$ cat src/stc_defines.svh
`ifndef STC_DEFINES_SVH
`define STC_DEFINES_SVH

`define STC_CLK_HZ          40000000
`define STC_SKEW_LIMIT_MS   1000
`define STC_SKEW_CYCLES     (`STC_CLK_HZ / 1000 * `STC_SKEW_LIMIT_MS)
`define STC_SKEW_W          26
`define STC_MS_CYCLES       (`STC_CLK_HZ / 1000)
`define STC_MS_W            16

`endif

$ cat src/stc_pkg.sv
`include "stc_defines.svh"

package stc_pkg;

	typedef enum logic [1:0]
	{
		STC_RUN     = 2'b00,
		STC_SKEW    = 2'b01,
		STC_STOPPED = 2'b11,
		STC_LOCKED  = 2'b10
	} stc_state_t;

	typedef struct packed
	{
		logic power_stage_en;
		logic brake_active;
		logic halt_decel;
	} stc_drive_t;

	typedef struct packed
	{
		logic stop_error;
		logic lock_error;
	} stc_error_t;

endpackage

$ cat src/stc_torque_cutoff.sv
`include "stc_defines.svh"

module stc_torque_cutoff
(
	input  wire logic             clk_sys_i,
	input  wire logic             resetn_i,
	input  wire logic             cutoff_channel_a_n_i,
	input  wire logic             cutoff_channel_b_n_i,
	input  wire logic             halt_n_i,
	input  wire logic             fault_reset_i,
	input  wire logic             enable_req_i,
	input  wire logic             power_up_auto_arm_i,
	output stc_pkg::stc_drive_t   drive_o,
	output stc_pkg::stc_error_t   error_o,
	output stc_pkg::stc_state_t   state_o
);
	import stc_pkg::*;

	function automatic logic chan_on(input logic lvl);
		chan_on = lvl;
	endfunction

	logic a_lvl;
	logic b_lvl;
	logic halt_lvl;
	logic a_on;
	logic b_on;
	logic both_on;
	logic both_off;

	stc_sync u_sync_a
	(
		.clk_sys_i (clk_sys_i),
		.resetn_i  (resetn_i),
		.pin_i     (cutoff_channel_a_n_i),
		.level_o   (a_lvl)
	);
	stc_sync u_sync_b
	(
		.clk_sys_i (clk_sys_i),
		.resetn_i  (resetn_i),
		.pin_i     (cutoff_channel_b_n_i),
		.level_o   (b_lvl)
	);
	stc_sync u_sync_h
	(
		.clk_sys_i (clk_sys_i),
		.resetn_i  (resetn_i),
		.pin_i     (halt_n_i),
		.level_o   (halt_lvl)
	);

	assign a_on     = chan_on(a_lvl);
	assign b_on     = chan_on(b_lvl);
	assign both_on  = a_on & b_on;
	assign both_off = !a_on & !b_on;

	// history resets high: a request held through reset is not an edge
	logic en_prev_q;
	logic en_prev_d;
	logic en_rise;

	always_comb
	begin
		en_prev_d = enable_req_i;
		en_rise   = enable_req_i && !en_prev_q;
	end

	always_ff @(posedge clk_sys_i)
	begin
		if (!resetn_i)
		begin
			en_prev_q <= 1'b1;
		end
		else
		begin
			en_prev_q <= en_prev_d;
		end
	end

	stc_state_t              state_q;
	stc_state_t              state_d;
	logic [`STC_SKEW_W-1:0]  skew_q;
	logic [`STC_SKEW_W-1:0]  skew_d;
	logic                    armed_q;
	logic                    armed_d;
	logic                    auto_seen_q;
	logic                    auto_seen_d;
	stc_drive_t              drive_q;
	stc_drive_t              drive_d;
	stc_error_t              err_q;
	stc_error_t              err_d;

	localparam logic [`STC_SKEW_W-1:0] SKEW_MAX = `STC_SKEW_W'(`STC_SKEW_CYCLES - 1);

	always_comb
	begin
		state_d     = state_q;
		skew_d      = skew_q;
		armed_d     = armed_q;
		auto_seen_d = 1'b1;
		err_d       = err_q;
		// strap caught once after release; arm only when auto-arm set
		if (!auto_seen_q && power_up_auto_arm_i && both_on)
		begin
			armed_d = 1'b1;
		end
		case (state_q)
			STC_RUN:
			begin
				if (both_off)
				begin
					state_d          = STC_STOPPED;
					err_d.stop_error = 1'b1;
					armed_d          = 1'b0;
				end
				else if (!both_on)
				begin
					state_d = STC_SKEW;
					skew_d  = '0;
					armed_d = 1'b0;
				end
			end
			STC_SKEW:
			begin
				// limit first: a skew of exactly 1s is already too late
				if (skew_q == SKEW_MAX)
				begin
					state_d          = STC_LOCKED;
					err_d.lock_error = 1'b1;
				end
				else if (both_off)
				begin
					state_d          = STC_STOPPED;
					err_d.stop_error = 1'b1;
				end
				else if (both_on)
				begin
					// channel came back alone
					state_d          = STC_LOCKED;
					err_d.lock_error = 1'b1;
				end
				else
				begin
					skew_d = skew_q + `STC_SKEW_W'(1);
				end
			end
			STC_STOPPED:
			begin
				if (!both_on && !both_off)
				begin
					state_d          = STC_LOCKED;
					err_d.lock_error = 1'b1;
				end
				else if (both_on && fault_reset_i)
				begin
					state_d          = STC_RUN;
					err_d.stop_error = 1'b0;
				end
			end
			STC_LOCKED:
			begin
				state_d = STC_LOCKED;
			end
			default:
			begin
				state_d          = STC_LOCKED;
				err_d.lock_error = 1'b1;
			end
		endcase
		if (state_d == STC_RUN && state_q == STC_RUN && en_rise && both_on)
		begin
			armed_d = 1'b1;
		end
		if (!enable_req_i)
		begin
			armed_d = 1'b0;
		end
		// stage follows state with no brake delay, no braking
		drive_d.power_stage_en = armed_d && (state_d == STC_RUN) && both_on;
		drive_d.brake_active   = 1'b0;
		drive_d.halt_decel     = !halt_lvl;
	end

	always_ff @(posedge clk_sys_i)
	begin
		if (!resetn_i)
		begin
			state_q     <= STC_RUN;
			skew_q      <= '0;
			armed_q     <= 1'b0;
			auto_seen_q <= 1'b0;
			drive_q     <= '0;
			err_q       <= '0;
		end
		else
		begin
			state_q     <= state_d;
			skew_q      <= skew_d;
			armed_q     <= armed_d;
			auto_seen_q <= auto_seen_d;
			drive_q     <= drive_d;
			err_q       <= err_d;
		end
	end

	assign drive_o = drive_q;
	assign error_o = err_q;
	assign state_o = state_q;
endmodule

$ cat src/stc_sync.sv
module stc_sync
(
	input  wire logic clk_sys_i,
	input  wire logic resetn_i,
	input  wire logic pin_i,
	output logic      level_o
);
	logic [2:0] sh_q;
	logic [2:0] sh_d;
	logic       lvl_q;
	logic       lvl_d;

	always_comb
	begin
		sh_d  = {sh_q[1:0], pin_i};
		lvl_d = lvl_q;
		if (sh_q[2] == sh_q[1])
		begin
			lvl_d = sh_q[1];
		end
	end

	// idle high: channel on after power-up sampling
	always_ff @(posedge clk_sys_i)
	begin
		if (!resetn_i)
		begin
			sh_q  <= 3'h7;
			lvl_q <= 1'b1;
		end
		else
		begin
			sh_q  <= sh_d;
			lvl_q <= lvl_d;
		end
	end

	assign level_o = lvl_q;
endmodule

$ cat config.mk
export PLATFORM = sky130hd
export DESIGN_NAME = stc_torque_cutoff
export DESIGN_NICKNAME = d
export VERILOG_FILES = /design/src/stc_pkg.sv /design/src/stc_torque_cutoff.sv /design/src/stc_sync.sv
export VERILOG_INCLUDE_DIRS = /design/src
export SDC_FILE = /design/constraint.sdc
export NUM_CORES = 1
export LEC_CHECK = 0
export BUFFER_PORTS_ARGS = -buffer_cell sky130_fd_sc_hd__buf_2
export CORE_MARGIN = 2
export CORE_UTILIZATION = 64
export CTS_CLUSTER_SIZE = 28
export DETAILED_ROUTE_END_ITERATION = 6
export HOLD_SLACK_MARGIN = 0.06
export PLACE_DENSITY = 0.84
export SYNTH_ARGS = -nofsm -noshare
export SYNTH_HDL_FRONTEND = slang
export SYNTH_SLANG_ARGS = --single-unit
$ cat constraint.sdc
create_clock -name clk_sys_i -period 4.55 [get_ports clk_sys_i]
set_clock_uncertainty 0.05 [all_clocks]
set_input_delay 0.2275 -clock clk_sys_i [delete_from_list [all_inputs] [get_ports clk_sys_i]]
set_output_delay 0.2275 -clock clk_sys_i [all_outputs]
set_load 0.1 [all_outputs]
==> reports/results.txt, run 1 <==
Switching Share = 0.232
Peak VDD IR = 0.152 mV
area delta synth->final = 8.83%
Slew @ Worst Pin = 0.922 ns
Arr. time, crit path = 2.52 ns
Clock transition at path regs = 0.15 ns
dominant cell type by area after synthesis = dfxtp_1
max cap viols = 0
initial drt markers = 110
crit path launch type = register
Initial Util = 0.663
WS Path Type = register to register
Clock Path Buffers = 2
H-tree depth = 2
vias in the first global route = 1,668
antenna cells = 0
Tcrit/Tclk final = 0.493
first-pass GRT wire length = 7280 um
Post-DP Area = 2280 um^2
DRC = 0
die area = 3940 um^2
Core Util, Final = 0.721
Pleak = 0.932 nW
Final HPWL DP = 2690 um
RSZ-0062 raised after global routing = no
syn avg cell area = 9.49 um^2
worst min path class = input port to register
Reg power frac = 0.590
cts repair resizes = 0
# port buffers = 13
Design Area, Final = 2410 um^2
later-pin clock latency in the skew report = 0.38 ns
Rows = 21
CTS Buf Count = 5
Syn. warnings = 0
register bit count reported by yosys = 47
Die W = 62.8 um
CTS Root Cell = clkbuf_4
Mapped Cells = 233
GRT overflow = 0
layout cell share with drive strength beyond 1 = 0.161
Synth area leaders = dfxtp_1 43%, xor2_1 4.8%, nor2_1 3.6%, nand2b_1 2.8%, nand4_1 2.8%
Post-synth ARST share = 0
Clock power frac = 0.367
post-synth net total = 244
Final Hold Fails = 0
most common cell after layout, fill and taps aside = dfxtp_1
Die Height = 62.8 um
Max-slew headroom = 0.386
number of synthesized flops with an enable pin = 0
initial antenna violation count = 0
Core Box Area = 3340 um^2
crit-path max FO = 26
setup_tns = 0 ns
R2R depth = 6
GP Congestion = 0.822
Fmax = 446 MHz
CP Capture Type = register
Switch Pwr = 0.000165 W
ys flop type = dfxtp_1
final setup vio count = 0
largest net degree at the start of global routing = 27
commonest cells after routing, fill and taps aside = 47 x dfxtp_1, 21 x nor2_1, 13 x nand2_1, 13 x buf_2
TritonRoute pass-1 iters = 4
wirelength, routed = 4020 um
Ports = 15
cell-internal power = 0.000546 W
Yosys top cell area share = 0.426
via count = 1,721
Mapped Area = 2210 um^2
Gate power share = 0.043
outcome = finished clean
Netlist cell types = 51
min Tclk post-route = 2.24 ns
vias per cell = 5.85
Tot GR Track Use = 0.233
total power per unit cell area = 295 nW/um^2
CP Data Required Time = 4.82 ns
Final ANT Viol Nets = 0
CTS tree = built
Hold Crit Depth = 1
drt wl/cell = 13.7 um
CTS Sinks = 47
Nets = 258
pins over their slew limit = 0
sequential area share after synthesis = 0.426
-- cell type report --
| cell class | count | area [um^2] |
|---|---|---|
| Clock buffer | 5 | 37.5 |
| Clock inverter | 3 | 47.5 |
| Fill cell | 265 | 931 |
| Inverter | 4 | 15.0 |
| Multi-Input combinational cell | 171 | 1190 |
| Sequential cell | 47 | 941 |
| Tap cell | 46 | 57.6 |
| Timing Repair Buffer | 18 | 113 |
-- routing by layer --
metal	part of all wire	vias up	GRT usage
li1	-	868	-
met1	0.46	818	0.291
met4	0.020	0	0.114
met2	0.48	27	0.386
met3	0.031	8	0.0450
met5	0	-	0
-- sequential cells by signal, indices dropped and copies added (netlist names) --
register          flops
armed_q               1
en_prev_q             1
u_sync_b.sh_q         3
error_o               2
u_sync_a.sh_q         3
skew_q               26
auto_seen_q           1
u_sync_b.level_o      1
u_sync_a.level_o      1
u_sync_h.level_o      1
drive_o               2
state_o               2
u_sync_h.sh_q         3
-- cells by family after synthesis --
kind of cell,synth area share
AO/OA/AOI/OAI,0.133
adder cells (fa/ha/maj),0.0170
buffers and inverters,0.0390
XOR/XNOR,0.0515
AND/OR/NAND/NOR,0.328
other,0.00170
multiplexers,0.00453
flip-flops,0.426
-- per-stage QoR --
| stage | worst slack, ns | cells | power, W | hold WS, ns |
|---|---|---|---|---|
| floorplan | 2.37 | 233 | 0.000450 | 0.205 |
| global placement | 2.40 | 282 | 0.000456 | 0.342 |
| detailed placement | 2.34 | 282 | 0.000456 | 0.346 |
| CTS | 2.32 | 294 | 0.000720 | 0.108 |
| global route | 2.08 | 294 | 0.000736 | 0.127 |
| finish | 2.31 | 294 | 0.000711 | 0.112 |
-- repair_timing --
action | CTS | global route
setup buffers | 0 | 0
hold buffers | 4 | 0
endpoints found under the hold margin | 4 | 0
-- power by group through the flow --
| stage | Clock (W) | Sequential (W) | Combinational (W) |
|---|---|---|---|
| final | 0.000261 | 0.000419 | 0.0000305 |
| after global routing | 0.000283 | 0.000420 | 0.0000330 |
| after CTS | 0.000270 | 0.000419 | 0.0000307 |
| after detailed placement | 0 | 0.000428 | 0.0000280 |
| after global placement | 0 | 0.000428 | 0.0000279 |
| after floorplan | 0 | 0.000432 | 0.0000176 |
-- synth_stat cells (4+ instances only) --
cell	instances
xor2_1	12
or4_1	5
o21ai_0	6
or3_1	8
clkbuf_1	6
nor2_1	21
nor2b_1	5
inv_1	4
and4_1	4
a21oi_1	12
nand2b_1	10
dfxtp_1	47
nand3_1	10
nor3_1	4
nand2_1	13
nand4_1	10
-- path summary, 6_finish.rpt --
check | to | from | slack, ns
min reg2reg | u_sync_a.sh_q[1] | u_sync_a.sh_q[0] | 0.37
min | auto_seen_q | resetn_i | 0.11
max | skew_q[4] | skew_q[0] | 2.31
max reg2reg | skew_q[4] | skew_q[0] | 2.31
-- worst max-delay path, cell delays in order (launching register included) --
cell	delay, ns
dfxtp_1	0.39
ha_1	0.22
and4_1	0.23
nand4_2	0.10
o31ai_4	0.80
o21ai_0	0.23
a21oi_1	0.16
(Power assumes the default switching activity.)
==> run 2: changes to the inputs <==
--- a/config.mk
+++ b/config.mk
@@ -6,13 +6,14 @@
 export SDC_FILE = /design/constraint.sdc
 export NUM_CORES = 1
 export LEC_CHECK = 0
+export ABC_AREA = 1
 export BUFFER_PORTS_ARGS = -buffer_cell sky130_fd_sc_hd__buf_2
 export CORE_MARGIN = 2
-export CORE_UTILIZATION = 64
+export CORE_UTILIZATION = 55
 export CTS_CLUSTER_SIZE = 28
 export DETAILED_ROUTE_END_ITERATION = 6
 export HOLD_SLACK_MARGIN = 0.06
-export PLACE_DENSITY = 0.84
+export PLACE_DENSITY = 0.76
 export SYNTH_ARGS = -nofsm -noshare
 export SYNTH_HDL_FRONTEND = slang
 export SYNTH_SLANG_ARGS = --single-unit
==> constraint.sdc (replaced) <==
create_clock -name clk_sys_i -period 1.9 [get_ports clk_sys_i]
set_clock_uncertainty 0.05 [all_clocks]
set_input_delay 0.095 -clock clk_sys_i [delete_from_list [all_inputs] [get_ports clk_sys_i]]
set_output_delay 0.095 -clock clk_sys_i [all_outputs]
set_load 0.1 [all_outputs]
==> reports/results.txt, run 2 <==
max reg flops = 26 (unchanged)
Final ANT Viol Nets = 0 (unchanged)
Mapped Cells = 417 (+79%)
number of synthesized flops with an enable pin = 0 (unchanged)
Initial Util = 0.576 (-0.0865)
vias per cell = 5.18 (-11%)
Peak VDD IR = 0.415 mV (+170%)
antenna cells = 0 (unchanged)
Rows = 25 (+19%)
WS Path Type = register to register
worst min path class = input port to register
total power per unit cell area = 578 nW/um^2 (+96%)
CTS tree = built
Final HPWL DP = 4630 um (+72%)
Post-synth ARST share = 0 (unchanged)
CP Data Required Time = 2.09 ns (-2.73 ns)
Fmax = 554 MHz (+24%)
area delta synth->final = 16.9%
die area = 5560 um^2 (+41%)
H-tree depth = 2 (unchanged)
Pleak = 1.27 nW (+37%)
max cap viols = 0 (unchanged)
Die W = 74.6 um (+19%)
final setup vio count = 0 (unchanged)
layout cell share with drive strength beyond 1 = 0.204 (+0.0422)
CTS Sinks = 47 (unchanged)
commonest cells after routing, fill and taps aside = 110 x nand2_1, 85 x nor2_1, 43 x dfxtp_1
Die Height = 74.6 um (+19%)
setup_tns = 0 ns (unchanged)
Yosys top cell area share = 0.344 (-0.0820)
Syn. warnings = 0 (unchanged)
initial antenna violation count = 0 (unchanged)
CP Capture Type = register
min Tclk post-route = 1.80 ns (-0.437 ns)
Clock Path Buffers = 2 (unchanged)
Tcrit/Tclk final = 0.950 (+0.457)
drt wl/cell = 12.9 um (-5.4%)
crit path launch type = register
Final Hold Fails = 0 (unchanged)
first-pass GRT wire length = 11,100 um (+52%)
initial drt markers = 185 (+68%)
later-pin clock latency in the skew report = 0.31 ns (-0.07 ns)
CTS Root Cell = clkbuf_8
final setup margin = 0.0957 ns (-2.21 ns)
Post-DP Area = 2930 um^2 (+29%)
crit-path max FO = 14 (-46%)
outcome = finished clean
most common cell after layout, fill and taps aside = nand2_1
Nets = 462 (+79%)
Post-Layout Cell Count = 519 (+77%)
GRT overflow = 0 (unchanged)
Synth area leaders = dfxtp_1 34%, nand2_1 15%, nor2_1 12%, inv_1 5.2%, a21oi_2 4.8%
post-synth net total = 428 (+75%)
pre-CTS WS = -0.0328 ns (-2.38 ns)
via count = 2,690 (+56%)
largest net degree at the start of global routing = 26 (-3.7%)
Netlist cell types = 36 (-29%)
Filler cells = 422 (+59%)
Core Box Area = 4750 um^2 (+42%)
vias in the first global route = 2,517 (+51%)
Inst Count DP = 499 (+77%)
wirelength, routed = 6710 um (+67%)
ys flop type = dfxtp_1
Clock transition at path regs = 0.10 ns (-0.05 ns)
Mapped Area = 2740 um^2 (+24%)
count leader, synth = nand2_1
CTS Buf Count = 5 (unchanged)
DRC = 0 (unchanged)
pins over their slew limit = 0 (unchanged)
Design Area, Final = 3200 um^2 (+33%)
Arr. time, crit path = 2.00 ns (-0.52 ns)
Ports = 15 (unchanged)
TritonRoute pass-1 iters = 4 (unchanged)
Post-synth top cells = 110 x nand2_1, 86 x nor2_1, 47 x dfxtp_1
dominant cell type by area after synthesis = dfxtp_1
Tot GR Track Use = 0.259 (+0.0263)
sequential area share after synthesis = 0.344 (-0.0820)
syn avg cell area = 6.57 um^2 (-31%)
register bit count reported by yosys = 47 (unchanged)
Tot Pwr = 0.00185 W (+160%)
Biggest register = skew_q
# port buffers = 13 (unchanged)
GP Congestion = 0.906 (+10%)
## run 2: changes by cell type after synthesis, sizes merged, moves of 6 or more
| cell | previous run | this run |
|---|---|---|
| nand2 | 13 | 123 |
| nor2 | 22 | 90 |
| inv | 4 | 39 |
| a21oi | 15 | 34 |
| nand3 | 11 | 27 |
| nand2b | 10 | 0 |
| or2 | 0 | 8 |
| or3 | 8 | 0 |
| nand4 | 12 | 6 |
## run 2: final timing paths
kind	start	end	slack [ns]	depth (start not counted)
setup / recovery	skew_q[22]	skew_q[3]	0.1	8
hold reg to reg	u_sync_h.sh_q[0]	u_sync_h.sh_q[1]	0.37	1
setup reg to reg	skew_q[22]	skew_q[3]	0.1	8
hold / removal	fault_reset_i	state_o[0]	0.11	6
## run 2: report_power, final
| group | internal [W] | leakage, nW | switching [W] |
|---|---|---|---|
| combinational | 0.0000267 | 0.832 | 0.0000499 |
| clock | 0.000399 | 0.0587 | 0.000375 |
| sequential | 0.000996 | 0.383 | 0.00000385 |
## run 2: cells by family (layout without fill, tap and decap cells)
group | count (synthesis) | in the layout | synth area share
AO/OA/AOI/OAI | 46 | 46 | 0.107
XOR/XNOR | 10 | 10 | 0.0320
other | 1 | 1 | 0.00137
AND/OR/NAND/NOR | 258 | 258 | 0.416
buffers and inverters | 52 | 87 | 0.0863
flip-flops | 47 | 47 | 0.344
adder cells (fa/ha/maj) | 3 | 3 | 0.0137
## run 2: area by class of cell
| cell class | count | area, um^2 | share of cell area |
|---|---|---|---|
| clock inverters | 3 | 47.5 | 0.0148 |
| repair buffers | 39 | 313 | 0.0977 |
| flip-flops and latches | 47 | 946 | 0.295 |
| inverters | 40 | 154 | 0.0481 |
| multi-input cells | 318 | 1590 | 0.496 |
| clock buffers | 5 | 68.8 | 0.0215 |
| well taps | 67 | 83.8 | 0.0262 |
## run 2: per-stage QoR
step	hold slack, ns	utilization
after floorplan	0.0727	-
after global placement	0.231	0.617
after detailed placement	0.237	0.617
after CTS	0.102	0.667
after global routing	0.129	0.673
final	0.107	0.673
## run 2: timing repair
item                                    4_1_cts  5_1_grt
gates cloned                                  1        0
buffers inserted                              2        3
hold buffers                                  6        0
endpoints found under the setup margin       16       17
pin swaps                                     0        1
hold endpoints to repair                      9        0
resized for setup                             4        3
## run 2: per-layer routing
layer / track usage / up-vias / part of all wire
li1: - / 1369 / -
met2: 0.445 / 56 / 0.48
met5: 0 / - / 0
met1: 0.332 / 1255 / 0.45
met3: 0.0447 / 10 / 0.051
met4: 0.0794 / 0 / 0.014
## run 2: worst max-delay path, stage by stage, from the launching register on
cell	delay, ns
dfxtp_1	0.39
nand2_1	0.11
nand3b_1	0.29
nor2_8	0.17
nand3_4	0.11
nand2_4	0.11
bufbuf_16	0.30
nand2_1	0.08
a21oi_2	0.12
